$ cat config.mk
export PLATFORM = sky130hd
export DESIGN_NAME = rf_status_cfg_regs
export DESIGN_NICKNAME = d
export VERILOG_FILES = /design/src/hw/rf_status_cfg_pkg.sv /design/src/hw/rf_status_cfg_regs.sv
export SDC_FILE = /design/constraint.sdc
export NUM_CORES = 1
export LEC_CHECK = 0
export CORE_MARGIN = 1.5
export CORE_UTILIZATION = 40
export CTS_CLUSTER_DIAMETER = 40
export DETAILED_ROUTE_END_ITERATION = 6
export DONT_BUFFER_PORTS = 1
export PLACE_DENSITY = 0.64
export SYNTH_ARGS = -nofsm -noshare
export SYNTH_HDL_FRONTEND = slang
export SYNTH_SLANG_ARGS = --single-unit
$ cat constraint.sdc
create_clock -name MCLK -period 2.4 [get_ports MCLK]
set_input_delay 0.24 -clock MCLK [delete_from_list [all_inputs] [get_ports MCLK]]
set_output_delay 0.24 -clock MCLK [all_outputs]
set_load 0.02 [all_outputs]
$ cat src/hw/rf_status_cfg_pkg.sv
// Constants of the RF front-end status and configuration register bank.
// Assumes registers are split over two spaces, selected beside the address.
package rf_status_cfg_pkg;

  // ----------------------------------------------------------------
  // Register offsets, space A
  // ----------------------------------------------------------------
  localparam logic [7:0] ADDR_GAIN_STATE = 8'h2E;
  localparam logic [7:0] ADDR_CAP_CTRL = 8'h2F;
  localparam logic [7:0] ADDR_CAP_DISP = 8'h30;
  localparam logic [7:0] ADDR_AUX_DISP = 8'h31;

  // ----------------------------------------------------------------
  // Register offsets, space B
  // ----------------------------------------------------------------
  localparam logic [7:0] ADDR_OVER_HI = 8'h30;
  localparam logic [7:0] ADDR_OVER_LO = 8'h31;
  localparam logic [7:0] ADDR_UNDER_HI = 8'h32;
  localparam logic [7:0] ADDR_UNDER_LO = 8'h33;
  localparam logic [7:0] ADDR_IRQ_STATUS = 8'h3E;
  localparam logic [7:0] ADDR_IRQ_MASK = 8'h3F;

  // ----------------------------------------------------------------
  // Field positions and widths
  // ----------------------------------------------------------------
  localparam int CAP_MCAL_LSB = 3;
  localparam int CAP_MCAL_W = 5;
  localparam int CAP_GAIN_W = 3;
  localparam int DRIVE_LSB = 6;
  localparam int SEQ_HI_W = 6;
  localparam int SEQ_W = 14;

  // Drive level codes
  localparam logic [1:0] DRIVE_DRIVER_SUPPLY = 2'h0;
  localparam logic [1:0] DRIVE_MOD_SUPPLY = 2'h1;
  localparam logic [1:0] DRIVE_STOP = 2'h2;

  // Interrupt event bits
  localparam int EV_W = 5;
  localparam int EV_CAL_END = 0;
  localparam int EV_CAL_ERR = 1;
  localparam int EV_EXT_FIELD = 2;
  localparam int EV_OSC_OK = 3;
  localparam int EV_RX_DONE = 4;

  // Synchroniser vector layout
  localparam int SYNC_W = 25;
  localparam int S_AM_LSB = 21;
  localparam int S_PM_LSB = 17;
  localparam int S_CAL_LSB = 12;
  localparam int S_CAL_END = 11;
  localparam int S_CAL_ERR = 10;
  localparam int S_CHA = 9;
  localparam int S_EFD = 8;
  localparam int S_TX = 7;
  localparam int S_TX_CA = 6;
  localparam int S_OSC_RUN = 5;
  localparam int S_OSC_STAB = 4;
  localparam int S_RX_EN = 3;
  localparam int S_RX_ACT = 2;
  localparam int S_PEER = 1;
  localparam int S_COLL = 0;

  // ----------------------------------------------------------------
  // Reset values
  // ----------------------------------------------------------------
  localparam logic [SYNC_W-1:0] SYNC_RST = 25'h000_0008;
  localparam logic [7:0] CFG_RST = 8'h00;
  localparam logic [EV_W-1:0] EV_RST = 5'h00;

endpackage : rf_status_cfg_pkg

$ cat src/hw/rf_status_cfg_regs.sv
// Status and configuration register bank of an NFC reader RF front end.
// Assumes status inputs come from analog or other-domain logic and are
// synchronised here; registers are reached over a plain strobe port.
//
// Decided for this implementation: the address-and-strobe port.
`timescale 1ns/10ps

// Function
// - Gain state bits 7..4 report the combined AM gain cut, read-only.
// - Gain state bits 3..0 report the combined PM gain cut, read-only.
// - Cap sensor control bits 7..3 hold the binary weighted manual calibration value.
// - A zero manual calibration value selects automatic calibration.
// - Cap sensor control bits 2..0 hold the sensor gain code for the sensor.
// - Cap sensor display shows result, end and error flags, bit 0 reads zero.
// - Aux bit 7 shows the receive channel, 0 for AM and 1 for PM.
// - Aux bit 6 mirrors the external field detector output.
// - Aux bit 5 shows transmission, except collision avoidance sends.
// - Aux bit 4 is 1 only with the oscillator running and stable.
// - Aux bit 3 shows the receive decoder enabled and is 1 after reset.
// - Aux bit 2 shows the decoder receiving a message.
// - Aux bit 1 shows peer detection mode, bit 0 collision avoidance mode.
// - The overshoot drive level selects the drive used where its sequence bit is 1.
// - The undershoot drive level selects the drive used where its sequence bit is 1.
module rf_status_cfg_regs
  import rf_status_cfg_pkg::*;
(
  // Clock and reset
  input wire logic MCLK,
  input wire logic RST_N,
  // Register port
  input wire logic [7:0] REG_ADDR,
  input wire logic REG_SPACE_B,
  input wire logic [7:0] REG_WDATA,
  input wire logic REG_WR,
  input wire logic REG_RD,
  output logic [7:0] REG_RDATA,
  // Receiver gain state
  input wire logic [3:0] AM_GAIN_CUT_STATE,
  input wire logic [3:0] PM_GAIN_CUT_STATE,
  // Capacitive sensor
  input wire logic [CAP_MCAL_W-1:0] CAP_CAL_RESULT,
  input wire logic CAP_CAL_END,
  input wire logic CAP_CAL_ERR,
  output logic [CAP_MCAL_W-1:0] CAP_MANUAL_CAL,
  output logic CAP_AUTO_CAL,
  output logic [CAP_GAIN_W-1:0] CAP_GAIN,
  // Activity status
  input wire logic RX_CHANNEL_PM,
  input wire logic EXT_FIELD,
  input wire logic TX_ACTIVE,
  input wire logic TX_COLL_AVOID,
  input wire logic OSC_RUNNING,
  input wire logic OSC_STABLE,
  input wire logic RX_DEC_ENABLED,
  input wire logic RX_RECEIVING,
  input wire logic DETECTOR_PEER_MODE,
  input wire logic DETECTOR_COLLISION_MODE,
  // Wave shaping protection
  output logic [1:0] OVER_DRIVE_LEVEL,
  output logic [SEQ_W-1:0] OVER_SHAPE_SEQ,
  output logic [1:0] UNDER_DRIVE_LEVEL,
  output logic [SEQ_W-1:0] UNDER_SHAPE_SEQ,
  // Interrupt
  output logic IRQ
);

  // ----------------------------------------------------------------
  // Input synchronisers
  // ----------------------------------------------------------------
  logic [SYNC_W-1:0] async_in;
  logic [SYNC_W-1:0] sync1_q;
  logic [SYNC_W-1:0] sync2_q;

  assign async_in = {AM_GAIN_CUT_STATE, PM_GAIN_CUT_STATE, CAP_CAL_RESULT,
                     CAP_CAL_END, CAP_CAL_ERR, RX_CHANNEL_PM, EXT_FIELD,
                     TX_ACTIVE, TX_COLL_AVOID, OSC_RUNNING, OSC_STABLE,
                     RX_DEC_ENABLED, RX_RECEIVING, DETECTOR_PEER_MODE,
                     DETECTOR_COLLISION_MODE};

  // Decoder-enable stage resets to 1
  always_ff @(posedge MCLK or negedge RST_N) begin
    if (!RST_N) begin
      sync1_q <= SYNC_RST;
      sync2_q <= SYNC_RST;
    end else begin
      sync1_q <= async_in;
      sync2_q <= sync1_q;
    end
  end

  // ----------------------------------------------------------------
  // Display register contents
  // ----------------------------------------------------------------
  logic [7:0] gain_state;
  logic [7:0] cap_disp;
  logic [7:0] aux_disp;

  assign gain_state[7:4] = sync2_q[S_AM_LSB +: 4];
  assign gain_state[3:0] = sync2_q[S_PM_LSB +: 4];

  assign cap_disp[7:3] = sync2_q[S_CAL_LSB +: CAP_MCAL_W];
  assign cap_disp[2] = sync2_q[S_CAL_END];
  assign cap_disp[1] = sync2_q[S_CAL_ERR];
  assign cap_disp[0] = 1'b0;

  assign aux_disp[7] = sync2_q[S_CHA];
  assign aux_disp[6] = sync2_q[S_EFD];
  assign aux_disp[5] = sync2_q[S_TX] & ~sync2_q[S_TX_CA];
  assign aux_disp[4] = sync2_q[S_OSC_RUN] & sync2_q[S_OSC_STAB];
  assign aux_disp[3] = sync2_q[S_RX_EN];
  assign aux_disp[2] = sync2_q[S_RX_ACT];
  assign aux_disp[1] = sync2_q[S_PEER];
  assign aux_disp[0] = sync2_q[S_COLL];

  // ----------------------------------------------------------------
  // Access decode
  // ----------------------------------------------------------------
  logic wr_cap_ctrl;
  logic wr_over_hi;
  logic wr_over_lo;
  logic wr_under_hi;
  logic wr_under_lo;
  logic wr_irq_status;
  logic wr_irq_mask;

  assign wr_cap_ctrl = REG_WR & ~REG_SPACE_B & (REG_ADDR == ADDR_CAP_CTRL);
  assign wr_over_hi = REG_WR & REG_SPACE_B & (REG_ADDR == ADDR_OVER_HI);
  assign wr_over_lo = REG_WR & REG_SPACE_B & (REG_ADDR == ADDR_OVER_LO);
  assign wr_under_hi = REG_WR & REG_SPACE_B & (REG_ADDR == ADDR_UNDER_HI);
  assign wr_under_lo = REG_WR & REG_SPACE_B & (REG_ADDR == ADDR_UNDER_LO);
  assign wr_irq_status = REG_WR & REG_SPACE_B & (REG_ADDR == ADDR_IRQ_STATUS);
  assign wr_irq_mask = REG_WR & REG_SPACE_B & (REG_ADDR == ADDR_IRQ_MASK);

  // ----------------------------------------------------------------
  // Capacitive sensor control
  // ----------------------------------------------------------------
  logic [7:0] cap_ctrl_q;
  logic auto_cal_q;

  always_ff @(posedge MCLK or negedge RST_N) begin
    if (!RST_N) begin
      cap_ctrl_q <= CFG_RST;
    end else if (wr_cap_ctrl) begin
      cap_ctrl_q <= REG_WDATA;
    end
  end

  // Zero manual value hands calibration to the sensor itself
  always_ff @(posedge MCLK or negedge RST_N) begin
    if (!RST_N) begin
      auto_cal_q <= 1'b1;
    end else if (wr_cap_ctrl) begin
      auto_cal_q <= (REG_WDATA[CAP_MCAL_LSB +: CAP_MCAL_W] == '0);
    end
  end

  assign CAP_MANUAL_CAL = cap_ctrl_q[CAP_MCAL_LSB +: CAP_MCAL_W];
  assign CAP_AUTO_CAL = auto_cal_q;
  assign CAP_GAIN = cap_ctrl_q[CAP_GAIN_W-1:0];

  // ----------------------------------------------------------------
  // Wave shaping protection
  // ----------------------------------------------------------------
  logic [7:0] over_hi_q;
  logic [7:0] over_lo_q;
  logic [7:0] under_hi_q;
  logic [7:0] under_lo_q;

  always_ff @(posedge MCLK or negedge RST_N) begin
    if (!RST_N) begin
      over_hi_q <= CFG_RST;
    end else if (wr_over_hi) begin
      over_hi_q <= REG_WDATA;
    end
  end

  always_ff @(posedge MCLK or negedge RST_N) begin
    if (!RST_N) begin
      over_lo_q <= CFG_RST;
    end else if (wr_over_lo) begin
      over_lo_q <= REG_WDATA;
    end
  end

  always_ff @(posedge MCLK or negedge RST_N) begin
    if (!RST_N) begin
      under_hi_q <= CFG_RST;
    end else if (wr_under_hi) begin
      under_hi_q <= REG_WDATA;
    end
  end

  always_ff @(posedge MCLK or negedge RST_N) begin
    if (!RST_N) begin
      under_lo_q <= CFG_RST;
    end else if (wr_under_lo) begin
      under_lo_q <= REG_WDATA;
    end
  end

  // Reserved level code is passed on unchanged
  assign OVER_DRIVE_LEVEL = over_hi_q[DRIVE_LSB +: 2];
  assign UNDER_DRIVE_LEVEL = under_hi_q[DRIVE_LSB +: 2];
  assign OVER_SHAPE_SEQ = {over_hi_q[SEQ_HI_W-1:0], over_lo_q};
  assign UNDER_SHAPE_SEQ = {under_hi_q[SEQ_HI_W-1:0], under_lo_q};

  // ----------------------------------------------------------------
  // Interrupt events
  // ----------------------------------------------------------------
  logic [EV_W-1:0] lvl;
  logic [EV_W-1:0] lvl_prev_q;
  logic [EV_W-1:0] ev;
  logic [EV_W-1:0] irq_status_q;
  logic [EV_W-1:0] irq_mask_q;
  logic irq_q;

  assign lvl[EV_CAL_END] = sync2_q[S_CAL_END];
  assign lvl[EV_CAL_ERR] = sync2_q[S_CAL_ERR];
  assign lvl[EV_EXT_FIELD] = sync2_q[S_EFD];
  assign lvl[EV_OSC_OK] = aux_disp[4];
  assign lvl[EV_RX_DONE] = ~sync2_q[S_RX_ACT];

  always_ff @(posedge MCLK or negedge RST_N) begin
    if (!RST_N) begin
      lvl_prev_q <= '1;
    end else begin
      lvl_prev_q <= lvl;
    end
  end

  // Rising edges; receive done is the fall of receiving
  assign ev = lvl & ~lvl_prev_q;

  // Set beats a write-one clear in the same cycle
  always_ff @(posedge MCLK or negedge RST_N) begin
    if (!RST_N) begin
      irq_status_q <= EV_RST;
    end else begin
      irq_status_q <= (irq_status_q & ~(wr_irq_status ? REG_WDATA[EV_W-1:0] : EV_RST)) | ev;
    end
  end

  always_ff @(posedge MCLK or negedge RST_N) begin
    if (!RST_N) begin
      irq_mask_q <= EV_RST;
    end else if (wr_irq_mask) begin
      irq_mask_q <= REG_WDATA[EV_W-1:0];
    end
  end

  // Mask bit 1 enables its event
  always_ff @(posedge MCLK or negedge RST_N) begin
    if (!RST_N) begin
      irq_q <= 1'b0;
    end else begin
      irq_q <= |(irq_status_q & irq_mask_q);
    end
  end

  assign IRQ = irq_q;

  // ----------------------------------------------------------------
  // Read data
  // ----------------------------------------------------------------
  logic [7:0] rd_d;
  logic [7:0] rdata_q;

  always_comb begin
    rd_d = 8'h00;
    if (!REG_SPACE_B) begin
      unique case (REG_ADDR)
        ADDR_GAIN_STATE: rd_d = gain_state;
        ADDR_CAP_CTRL: rd_d = cap_ctrl_q;
        ADDR_CAP_DISP: rd_d = cap_disp;
        ADDR_AUX_DISP: rd_d = aux_disp;
        default: rd_d = 8'h00;
      endcase
    end else begin
      unique case (REG_ADDR)
        ADDR_OVER_HI: rd_d = over_hi_q;
        ADDR_OVER_LO: rd_d = over_lo_q;
        ADDR_UNDER_HI: rd_d = under_hi_q;
        ADDR_UNDER_LO: rd_d = under_lo_q;
        ADDR_IRQ_STATUS: rd_d = {3'h0, irq_status_q};
        ADDR_IRQ_MASK: rd_d = {3'h0, irq_mask_q};
        default: rd_d = 8'h00;
      endcase
    end
  end

  // Data valid only in the cycle after the read strobe
  always_ff @(posedge MCLK or negedge RST_N) begin
    if (!RST_N) begin
      rdata_q <= 8'h00;
    end else begin
      rdata_q <= REG_RD ? rd_d : 8'h00;
    end
  end

  assign REG_RDATA = rdata_q;

endmodule : rf_status_cfg_regs

## Word level (Yosys, flattened, before mapping)

Index checks and enable logic that the tools add are counted.

| operators by class | value |
|---|---|
| reduce and logical (&&, ||, !) cells | 2 |
| mux-type cells | 5 |
| bitwise logic cells | 20 |
| equality and inequality tests | 8 |

Operator list:

| cell | number |
|---|---|
| $eq 8x6->1 const B | 8 |
| $pmux 8 s6 | 1 |
| $pmux 8 s4 | 1 |
| $mux 8 | 2 |
| $and 5x5->5 | 3 |
| $and 1x1->1 | 11 |
| $not 5->5 | 2 |
| $logic_not 5->1 | 1 |
| $mux 5 | 1 |
| $or 5x5->5 | 1 |
| $reduce_or 5->1 | 1 |
| $not 1->1 | 3 |

| storage, ports and cells | value |
|---|---|
| word-level logic and storage cells | 48 |
| input bits | 46 |
| register bits | 115 |

## Longest topological paths before layout

Gate-level depths: netlist (run 1).

| depth | value |
|---|---|
| depth after elaboration | 6 |
| mapped depth | 7 |

## Least setup slack after synthesis (run 1)

Ideal clock, no wire load.

| timing path | value |
|---|---|
| path kind | input-to-reg |
| start | input port REG_ADDR[7] |
| end | register over_hi_q[0] |
| arrival time | 1.821 ns |
| slack | 0.454 ns |
| stages on the path | 7 |
| setup time | 0.125 ns |
| cell sequence | or2_0 > buf_2 > or3_1 > buf_2 > or3_1 > buf_6 > mux2_4 |

| on the way | value |
|---|---|
| cells in the longest elaborated chain, start to end | 2 |

Ends and longest elaborated chain:

| item | line | RTL |
|---|---|---|
| from (decl) | rf_status_cfg_regs.sv:31 | `input wire logic [7:0] REG_ADDR,` |
| $eq 8x6->1 | rf_status_cfg_regs.sv:127 | `assign wr_over_hi = REG_WR & REG_SPACE_B & (REG_ADDR == ADDR_OVER_HI);` |
| $and 1x1->1 | rf_status_cfg_regs.sv:127 |  |
| to (signal assigned) | rf_status_cfg_regs.sv:171 | `over_hi_q <= CFG_RST;` |
| to (signal assigned) | rf_status_cfg_regs.sv:173 | `over_hi_q <= REG_WDATA;` |
| to (decl) | rf_status_cfg_regs.sv:164 | `logic [7:0] over_hi_q;` |

Every way passes these cells.
A chain may end at the register's enable or synchronous reset.

## Final worst setup path (run 1)

| timing path | value |
|---|---|
| start | input port REG_ADDR[2] |
| end | register over_hi_q[7] |

The elaborated chain is that of the path after synthesis.

==> results of run 1 <==
==> kinds of logic after synthesis <==
logic type	after synthesis	share of synthesized area (%)
compound gates	35	6.569
buf+inv	25	2.457
flops	115	63.70
mux	62	16.81
simple gates	81	10.46
==> cell usage after synthesis (all sizes together), types with 3 or more instances <==
cell,count
a221oi,4
a22o,4
a31o,4
a41oi,3
and3,6
buf,9
clkbuf,7
dfrtp,107
dfstp,8
inv,9
mux2,49
mux2i,9
mux4,4
nand2,15
nand2b,4
nand3,10
nand4,11
nor2,10
nor3,3
nor4,9
o31ai,3
==> path summary, 6_finish.rpt <==
check | startpoint | to | slack [ns] | depth (start not counted)
worst max register to register | over_hi_q[3] | REG_RDATA[3] | 0.70 | 3
worst min-delay path | RST_N | sync1_q[12] | -0.46 | 0
worst min register to register | sync1_q[11] | sync2_q[11] | 0.34 | 0
worst max-delay path | REG_ADDR[2] | over_hi_q[7] | 0.66 | 4
min in group MCLK | REG_WDATA[1] | irq_status_q[1] | 0.01 | 2
max in group asynchronous | RST_N | lvl_prev_q[1] | 2.60 | 0
==> layer usage <==
metal  part of all wire, %  GRT usage [%]  vias to the layer above
met1                    42          27.16                     1521
li1                      -              -                     1284
met2                    45          28.79                      136
met5                     0              0                        -
met3                   9.1          8.358                       23
met4                   3.2          11.22                        0
==> sequential cells by signal, indices dropped and copies added, names as in the netlist <==
name / count
IRQ: 1
under_hi_q: 8
sync1_q: 25
REG_RDATA: 8
under_lo_q: 8
over_lo_q: 8
over_hi_q: 8
sync2_q: 25
lvl_prev_q: 5
irq_status_q: 5
irq_mask_q: 5
cap_ctrl_q: 8
CAP_AUTO_CAL: 1
==> where the power goes <==
group	total (mW)	internal (mW)	switching, mW
Clock	2.33	1.43	0.900
Combinational	0.175	0.0957	0.0796
Sequential	2.10	2.02	0.0745
==> stage by stage <==
| stage | power, mW | utilization [%] | hold WS, ns |
|---|---|---|---|
| after floorplan | 2.220 | - | -0.05559 |
| after global placement | 2.240 | 42.89 | -0.05276 |
| after detailed placement | 2.243 | 42.89 | -0.05283 |
| after CTS | 4.640 | 51.25 | -0.4866 |
| after global routing | 4.741 | 51.25 | -0.4871 |
| final | 4.601 | 51.25 | -0.4644 |
==> what timing repair did <==
item                      in CTS  in global routing
buffers inserted               0                  0
hold endpoints to repair     193                115
resized for setup              0                  0
==> area by class of cell <==
cell class	instances	area, um2
multi-input cells	178	1534
well taps	140	175.2
inverters	9	33.78
flip-flops and latches	115	2888
fillers	924	5331
repair buffers	43	410.4
clock inverters	14	133.9
clock buffers	18	429.2
==> summary.md, run 1 <==
| Metric | Value |
|---|---|
| Static power due to leakage | 2.512 nW |
| Worst slew margin | 66.71% |
| Final setup skew | 0.004224 ns |
| Area leader, netlist | sky130_fd_sc_hd__dfrtp_1 |
| Final routed wirelength across all metal layers | 11,240 um |
| FF+latch count, synth | 115 |
| Number of H-tree levels | 4 |
| DR pass1 iterations | 5 |
| Count of cell types in the netlist | 50 |
| Final hold violation count | 115 |
| Global-route wire length before repair | 17,660 um |
| Number of max-capacitance violations reported | 0 |
| Count of antenna-violating nets left after detailed routing | 0 |
| Final TNS setup | 0 ns |
| Routed vias/inst | 5.733 |
| Detailed router's first-iteration violation count | 212 |
| Commonest cells after routing, fill and taps aside | 107 x sky130_fd_sc_hd__dfrtp_1, 41 x sky130_fd_sc_hd__mux2_2, 35 x sky130_fd_sc_hd__dlygate4sd3_1 |
| Netlist Area Pre-Place | 4533 um2 |
| Shortest period the worst path allows | 1.743 ns |
| Async SR Flop Fraction | 100.0% |
| Outcome | finished, violations left |
| Clock latency of the later-clocked register in the worst-skew pair | 0.41 ns |
| Number of remaining DRC errors | 0 |
| Commonest non-fill, non-tap cell in the layout | sky130_fd_sc_hd__dfrtp_1 |
| Per-instance average area after synthesis | 14.26 um2 |
| Die extent in x | 109.5 um |
| Post-Synthesis Net Count | 364 |
| Max IR drop VDD | 0.0005836 V |
| Worst hold margin | -0.4644 ns |
| Initial standard-cell utilization of the core | 41.45% |
| Measured slew at the worst slew-check pin | 0.4993 ns |
| Chain of cells forming the critical path | nand4bb_1 > or3_1 > or3_1 > mux2_4 |
| Gate count after technology mapping | 318 |
| Maximum cell stage delay along the critical path | 0.57 ns |
| Number of warnings reported in the yosys synthesis log | 0 |
| Type of origin of the critical path | primary input |
| Pin count of the biggest net entering global routing | 116 |
| Post-synthesis sequential area ratio | 63.70% |
| Pre-CTS worst setup slack | 0.2348 ns |
| Number of global-route vias before repair | 3,071 |
| Instance area at placement | 4691 um2 |
| Slowest library cell on the worst path | sky130_fd_sc_hd__or3_1 |
| Most instantiated flip-flop cell in the synthesis netlist | sky130_fd_sc_hd__dfrtp_1 |
| WS Path Type | primary input to register |
| Ratio of cells with drive above 1 in the final layout | 29.44% |
| Cell type with the highest occurrence count on the critical path | sky130_fd_sc_hd__or3_1 |
| Die height | 109.5 um |
| Total count of max-transition violations in the final report | 0 |
| PwrDens | 821.0 nW/um2 |
| EDFF count, synth | 0 |
| Arrival time at the worst endpoint | 2.03 ns |
| Maximum buffer depth of the clock tree | 2 |
| Buffering stage count on the worst path with inverters included | 0 |
| Reg clk slew, reported paths | 0.05 ns |
| Main area contributors after synthesis | sky130_fd_sc_hd__dfrtp_1 59%, sky130_fd_sc_hd__mux2_2 10%, sky130_fd_sc_hd__dfstp_2 4.6% |
| Overall routing resource usage | 20.58% |
| Clock buffers created by TritonCTS | 17 |
| Violations in the final reports | negative hold slack |
| FMAX | 573.6 MHz |
| Row Count | 38 |
| Area share of the leading cell type in the synthesized netlist | 59.07% |
| Clock sink count | 115 |
| Number of primary I/O pins | 96 |
| Final standard cell count with taps included and fillers excluded | 517 |
| WL per Instance | 21.74 um |
| CTS tree | yes |
| Maximum fanout along the worst path | 8 |
| Initial antenna violation count | 1 |
| Global placer's final weighted congestion | 0.8895 |
| Setup repair after global routing missed its margin | false |
| Number of hold buffers added after cts | 35 |
| Final layout net count | 410 |
| Final worst-path setup slack | 0.6566 ns |
| Req. time, crit path | 2.69 ns |
| Via count | 2,964 |
| Clock root buffer | sky130_fd_sc_hd__clkbuf_16 |
| Fraction of the cycle the final worst path needs | 72.64% |
| Die Outline Area | 11,980 um2 |
| Cell type group with the largest total delay on the critical path | simple AND/OR/NAND/NOR gates |
| Number of failing setup endpoints in the final timing report | 0 |
| Antenna cells | 0 |
| Post-detailed-placement half-perimeter wirelength | 7292 um |
| Final std cell area, no fill | 5604 um2 |
| Aggregate global routing overflow | 0 |
| Core ar. | 10,940 um2 |
| Critical path capture point type | register |
| Relative area change from synthesis to final layout | 23.63% |
| Type of the worst min-delay path | primary input to asynchronous set/reset pin |
| Port bufs | 0 |
| Total instance count after detailed placement | 450 |
Note: power is estimated with default switching activity, not from simulation.
==> run 2: changes to the inputs <==
- PLACE_DENSITY: 0.64 -> 0.66
- clock period: 2.4 -> 1.6 ns (I/O delays scaled with it)
==> run 2 against run 1 <==
The run still ends with negative hold slack left; worst hold slack got worse by 0.090 ns; non-clock buffer count rose by 27; wire length fell by 1.7%; via count rose by 1.6%; largest cell class unchanged; clock skew is 0.0013 ns higher; setup slack worse by 0.50 ns; first-iteration DRC count grew 25%; global-route usage down 0.93 points; cell area grew 4.7%; sequential power grew 49%; critical path type is now register to register; sequential cell count is the same; combinational power increased by 79%.
==> summary.md, run 2 (synthesized netlist as in run 1, its figures left out) <==
| Metric | Value |
|---|---|
| Global-route wire length before repair | 16,880 um |
| Detailed router's first-iteration violation count | 264 |
| Shortest period the worst path allows | 1.443 ns |
| Die Outline Area | 11,980 um2 |
| Final std cell area, no fill | 5868 um2 |
| Max IR drop VDD | 0.0008309 V |
| Final setup skew | 0.005499 ns |
| Number of hold buffers added after cts | 37 |
| Static power due to leakage | 2.690 nW |
| Initial antenna violation count | 0 |
| Initial standard-cell utilization of the core | 41.45% |
| Total power | 7.195 mW |
| Count of cells along the worst register-to-register path | 4 |
| DR pass1 iterations | 4 |
| Final routed wirelength across all metal layers | 11,050 um |
| Type of the worst min-delay path | primary input to asynchronous set/reset pin |
| PostCTS Resize Cnt | 0 |
| Number of remaining DRC errors | 0 |
| Core ar. | 10,940 um2 |
| Measured slew at the worst slew-check pin | 0.4614 ns |
| Final hold violation count | 115 |
| Maximum fanout along the worst path | 3 |
| Violations in the final reports | negative hold slack |
| Relative area change from synthesis to final layout | 29.45% |
| Total area of sequential cells | 2888 um2 |
| Die extent in x | 109.5 um |
| Reg clk slew, reported paths | 0.05 ns |
| Count of antenna-violating nets left after detailed routing | 0 |
| Type of origin of the critical path | register |
| Post CTS Setup Buffer Count | 0 |
| Layout filler cell count | 906 |
| Top flop regs | sync1_q: 25 flops, sync2_q: 25 flops |
| WL per Instance | 20.34 um |
| Outcome | finished, violations left |
| Beginning of the worst register-to-register path | cap_ctrl_q[3] |
| Clock latency of the later-clocked register in the worst-skew pair | 0.41 ns |
| Final core occ | 53.66% |
| Aggregate global routing overflow | 0 |
| Die height | 109.5 um |
| Number of primary I/O pins | 96 |
| Number of H-tree levels | 4 |
| Worst slew margin | 69.14% |
| Clock root buffer | sky130_fd_sc_hd__clkbuf_16 |
| Post-detailed-placement half-perimeter wirelength | 7433 um |
| Setup repair after global routing missed its margin | false |
| Arrival time at the worst endpoint | 1.70 ns |
| Commonest non-fill, non-tap cell in the layout | sky130_fd_sc_hd__dfrtp_1 |
| Antenna cells | 0 |
| Maximum buffer depth of the clock tree | 2 |
| Overall routing resource usage | 19.65% |
| CTS tree | yes |
| Global placer's final weighted congestion | 0.9152 |
| Ratio of cells with drive above 1 in the final layout | 33.75% |
| Area of combinational cells with multiple inputs | 1549 um2 |
| PwrDens | 1226 nW/um2 |
| Number of failing setup endpoints in the final timing report | 0 |
| Clock sink count | 115 |
| Instance area at placement | 4906 um2 |
| Launching instance or port of the critical path | cap_ctrl_q[3] |
| Row Count | 38 |
| Final layout net count | 437 |
| Number of global-route vias before repair | 3,036 |
| Critical path capture point type | register |
| Req. time, crit path | 1.86 ns |
| Total instance count after detailed placement | 475 |
| FMAX | 693.0 MHz |
| Final standard cell count with taps included and fillers excluded | 543 |
| WS Path Type | register to register |
| Routed vias/inst | 5.547 |
| Commonest cells after routing, fill and taps aside | 107 x sky130_fd_sc_hd__dfrtp_1, 41 x sky130_fd_sc_hd__mux2_2, 37 x sky130_fd_sc_hd__dlygate4sd3_1 |
| Total count of max-transition violations in the final report | 0 |
| Clock buffers created by TritonCTS | 17 |
| Worst setup slack for register-to-register paths | 0.16 ns |
| Port bufs | 0 |
| Worst hold margin | -0.5546 ns |
| Critical R2R Capture | REG_RDATA[3] |
| Critical path capture point | REG_RDATA[3] |
| Number of max-capacitance violations reported | 0 |
| Via count | 3,012 |
| Fraction of the cycle the final worst path needs | 90.19% |
| Pin count of the biggest net entering global routing | 116 |
## run 2: worst min-delay path by stage
stage	startpoint	to	cells past startpoint
final	RST_N	under_hi_q[5]	0
after global routing	RST_N	under_hi_q[5]	0
after CTS	RST_N	over_lo_q[2]	0
after detailed placement	RST_N	under_hi_q[5]	0
after global placement	RST_N	under_hi_q[5]	0
after floorplan	RST_N	IRQ	0
## run 2: area by class of cell
type                            instances  area share [%]
Clock buffer                           20           7.783
Clock inverter                         11           2.303
Inverter                                9          0.5757
Multi-Input combinational cell        178           26.40
Sequential cell                       115           49.21
Tap cell                              140           2.985
Timing Repair Buffer                   70           10.75
## run 2: power breakdown
part,total [mW],internal [mW],switching (mW)
Combinational,0.314,0.166,0.148
Sequential,3.13,3.03,0.0955
Clock,3.75,2.50,1.25
Total,7.19,5.70,1.50
## run 2: critical path, stage by stage, from the launching register on
cell	delay, ns
sky130_fd_sc_hd__dfrtp_1	0.48
sky130_fd_sc_hd__mux2i_1	0.20
sky130_fd_sc_hd__nor2_1	0.07
sky130_fd_sc_hd__a221oi_1	0.41
sky130_fd_sc_hd__a311oi_1	0.14
## run 2: metal layers
| metal | global-route usage (%) | vias up | share of wire, % |
|---|---|---|---|
| met3 | 6.758 | 23 | 8.2 |
| met2 | 28.39 | 137 | 47 |
| li1 | - | 1331 | - |
| met4 | 10.02 | 0 | 3.0 |
| met5 | 0 | - | 0 |
| met1 | 26.24 | 1521 | 42 |
## run 2: per-stage QoR
step / setup slack, ns / TNS (ns)
2_1_floorplan: -0.2129 / -4.442
3_3_place_gp: -0.09719 / -1.965
3_5_place_dp: -0.1474 / -3.619
4_1_cts: 0.2236 / 0
5_1_grt: 0.07471 / 0
6_report: 0.1570 / 0
==> run 3: changes to the inputs <==
--- a/config.mk
+++ b/config.mk
@@ -7,2 +7,4 @@
 export LEC_CHECK = 0
+export CELL_PAD_IN_SITES_DETAIL_PLACEMENT = 0
+export CELL_PAD_IN_SITES_GLOBAL_PLACEMENT = 1
 export CORE_MARGIN = 1.5
@@ -12,3 +14,3 @@
 export DONT_BUFFER_PORTS = 1
-export PLACE_DENSITY = 0.66
+export PLACE_DENSITY = 0.77
 export SYNTH_ARGS = -nofsm -noshare
--- a/constraint.sdc
+++ b/constraint.sdc
@@ -3,2 +3,2 @@
 set_output_delay 0.16 -clock MCLK [all_outputs]
-set_load 0.02 [all_outputs]
+set_load 0.05 [all_outputs]
==> run 3 against run 2 <==
The run still ends with negative hold slack left; global-route usage grew 1.1 points; clock skew is essentially flat; fmax grew 5.3%; setup slack gained 0.072 ns; critical path depth is the same; sequential power is essentially flat; critical path type unchanged; highest routed layer unchanged.
==> summary.md, run 3 (synthesized netlist as in run 1, its figures left out) <==
| Metric | Value |
|---|---|
| Number of failing setup endpoints in the final timing report | 0 |
| Count of antenna-violating nets left after detailed routing | 0 |
| Final hold violation count | 115 |
| Clock root buffer | sky130_fd_sc_hd__clkbuf_16 |
| Critical R2R Capture | REG_RDATA[6] |
| Measured slew at the worst slew-check pin | 0.5008 ns |
| Worst slew margin | 66.63% |
| Top flop regs | sync1_q: 25 flops, sync2_q: 25 flops |
| Clock buffers created by TritonCTS | 17 |
| Commonest cells after routing, fill and taps aside | 107 x sky130_fd_sc_hd__dfrtp_1, 56 x sky130_fd_sc_hd__buf_4, 41 x sky130_fd_sc_hd__mux2_2 |
| Total count of max-transition violations in the final report | 0 |
| Number of remaining DRC errors | 0 |
| Beginning of the worst register-to-register path | under_lo_q[6] |
| Aggregate global routing overflow | 0 |
| Fraction of met2 tracks used by global routing | 30.70% |
| Final TNS setup | 0 ns |
| Commonest non-fill, non-tap cell in the layout | sky130_fd_sc_hd__dfrtp_1 |
| Slowest library cell on the worst path | sky130_fd_sc_hd__mux4_2 |
| Relative area change from synthesis to final layout | 32.76% |
| Shortest period the worst path allows | 1.371 ns |
| Ratio of cells with drive above 1 in the final layout | 37.85% |
| Setup repair after global routing missed its margin | false |
| Type of origin of the critical path | register |
| Violations in the final reports | negative hold slack |
| Global-route wire length before repair | 17,960 um |
| DR pass1 iterations | 5 |
| Maximum buffer depth of the clock tree | 2 |
| Worst hold margin | -0.5460 ns |
| Global placer's final weighted congestion | 0.8643 |
| Chain of cells forming the critical path | mux4_2 > nand3_1 > nand2_1 > o311a_1 |
| Maximum fanout along the worst path | 2 |
| Antenna cells | 0 |
| Final standard cell count with taps included and fillers excluded | 568 |
| Type of the worst min-delay path | primary input to asynchronous set/reset pin |
| Critical path capture point type | register |
| Max IR drop VDD | 0.001047 V |
| Detailed router's first-iteration violation count | 241 |
| Number of H-tree levels | 4 |
| Number of primary I/O pins | 96 |
| Static power due to leakage | 2.793 nW |
| Number of global-route vias before repair | 3,227 |
| M1 GR Usage | 28.00% |
| Initial antenna violation count | 0 |
| Final worst-path setup slack | 0.2292 ns |
| Final routed wirelength across all metal layers | 11,470 um |
| Die extent in x | 109.5 um |
| Number of max-capacitance violations reported | 0 |
| Reg clk slew, reported paths | 0.06 ns |
| Post-detailed-placement half-perimeter wirelength | 7868 um |
| Total instance count after detailed placement | 499 |
| Die Outline Area | 11,980 um2 |
| Layout filler cell count | 902 |
| Via count | 3,101 |
| WS Path Type | register to register |
| Number of hold buffers added after cts | 37 |
| Initial standard-cell utilization of the core | 41.45% |
| WL per Instance | 20.20 um |
| Final setup skew | 0.005529 ns |
| GR Util met3 | 7.113% |
| Core ar. | 10,940 um2 |
| Final layout net count | 461 |
| CTS tree | yes |
| Count of cells along the worst register-to-register path | 4 |
| Die height | 109.5 um |
| Arrival time at the worst endpoint | 1.65 ns |
| Row Count | 38 |
| Clock latency of the later-clocked register in the worst-skew pair | 0.40 ns |
| Maximum cell stage delay along the critical path | 0.50 ns |
| Worst setup slack for register-to-register paths | 0.23 ns |
| FMAX | 729.5 MHz |
| Port bufs | 0 |
| Outcome | finished, violations left |
| Overall routing resource usage | 20.80% |
| PwrDens | 1173 nW/um2 |
| Req. time, crit path | 1.88 ns |
| Fraction of the cycle the final worst path needs | 85.67% |
| Pin count of the biggest net entering global routing | 116 |
| Clock sink count | 115 |
| Routed vias/inst | 5.460 |
| Pre-CTS worst setup slack | -0.1558 ns |
| Routing layer with the top usage in global route | met2 |
-- run 3: stage by stage --
step	total power, mW	util, %	instance area [um2]
after floorplan	3.424	-	4554
after global placement	3.502	46.51	5086
after detailed placement	3.510	46.51	5086
after CTS	7.107	55.03	6018
after global routing	7.281	55.03	6018
final	7.059	55.03	6018
-- run 3: area by class of cell --
class                           instances  area [um2]  share of cell area (%)
Sequential cell                       115        2888                   47.98
Multi-Input combinational cell        178        1549                   25.74
Timing Repair Buffer                   94       810.8                   13.47
Clock buffer                           17       425.4                   7.069
Tap cell                              140       175.2                   2.911
Clock inverter                         15       136.4                   2.266
Inverter                                9       33.78                  0.5613
-- run 3: layer usage --
| layer | share of wire, % | up-vias | wire length [um] |
|---|---|---|---|
| met3 | 8.5 | 16 | 981 |
| met1 | 43 | 1565 | 4933 |
| met5 | 0 | - | 0 |
| met4 | 1.8 | 0 | 208 |
| met2 | 47 | 137 | 5350 |
| li1 | - | 1383 | - |
-- run 3: worst max-delay path by stage --
stage                              from      endpoint  slack (ns)
after detailed placement    REG_ADDR[2]  over_hi_q[5]       -0.16
after CTS                 under_lo_q[6]  REG_RDATA[6]        0.23
final                     under_lo_q[6]  REG_RDATA[6]        0.23
after global placement      REG_ADDR[2]  over_hi_q[6]       -0.11
after floorplan             REG_ADDR[7]  over_hi_q[0]       -0.21
after global routing         sync2_q[5]  REG_RDATA[4]        0.16
-- run 3: worst max-delay path: cells and delay by family, from the launching register on --
family	cells	cell delay (ns)
and+or+nand+nor	2	0.21
DFF	1	0.38
AOI/OAI and AO/OA	1	0.15
muxes	1	0.50
-- run 3: report_power, final --
group / switching, mW / internal, mW / total (mW)
logic: 0.248 / 0.188 / 0.436
clock network: 1.36 / 2.14 / 3.50
registers: 0.0954 / 3.03 / 3.13
-- run 3: repair_timing --
action	4_1_cts	5_1_grt
setup endpoints to repair	0	0
setup buffers	0	0
endpoints found under the hold margin	199	115
resized for setup	0	0
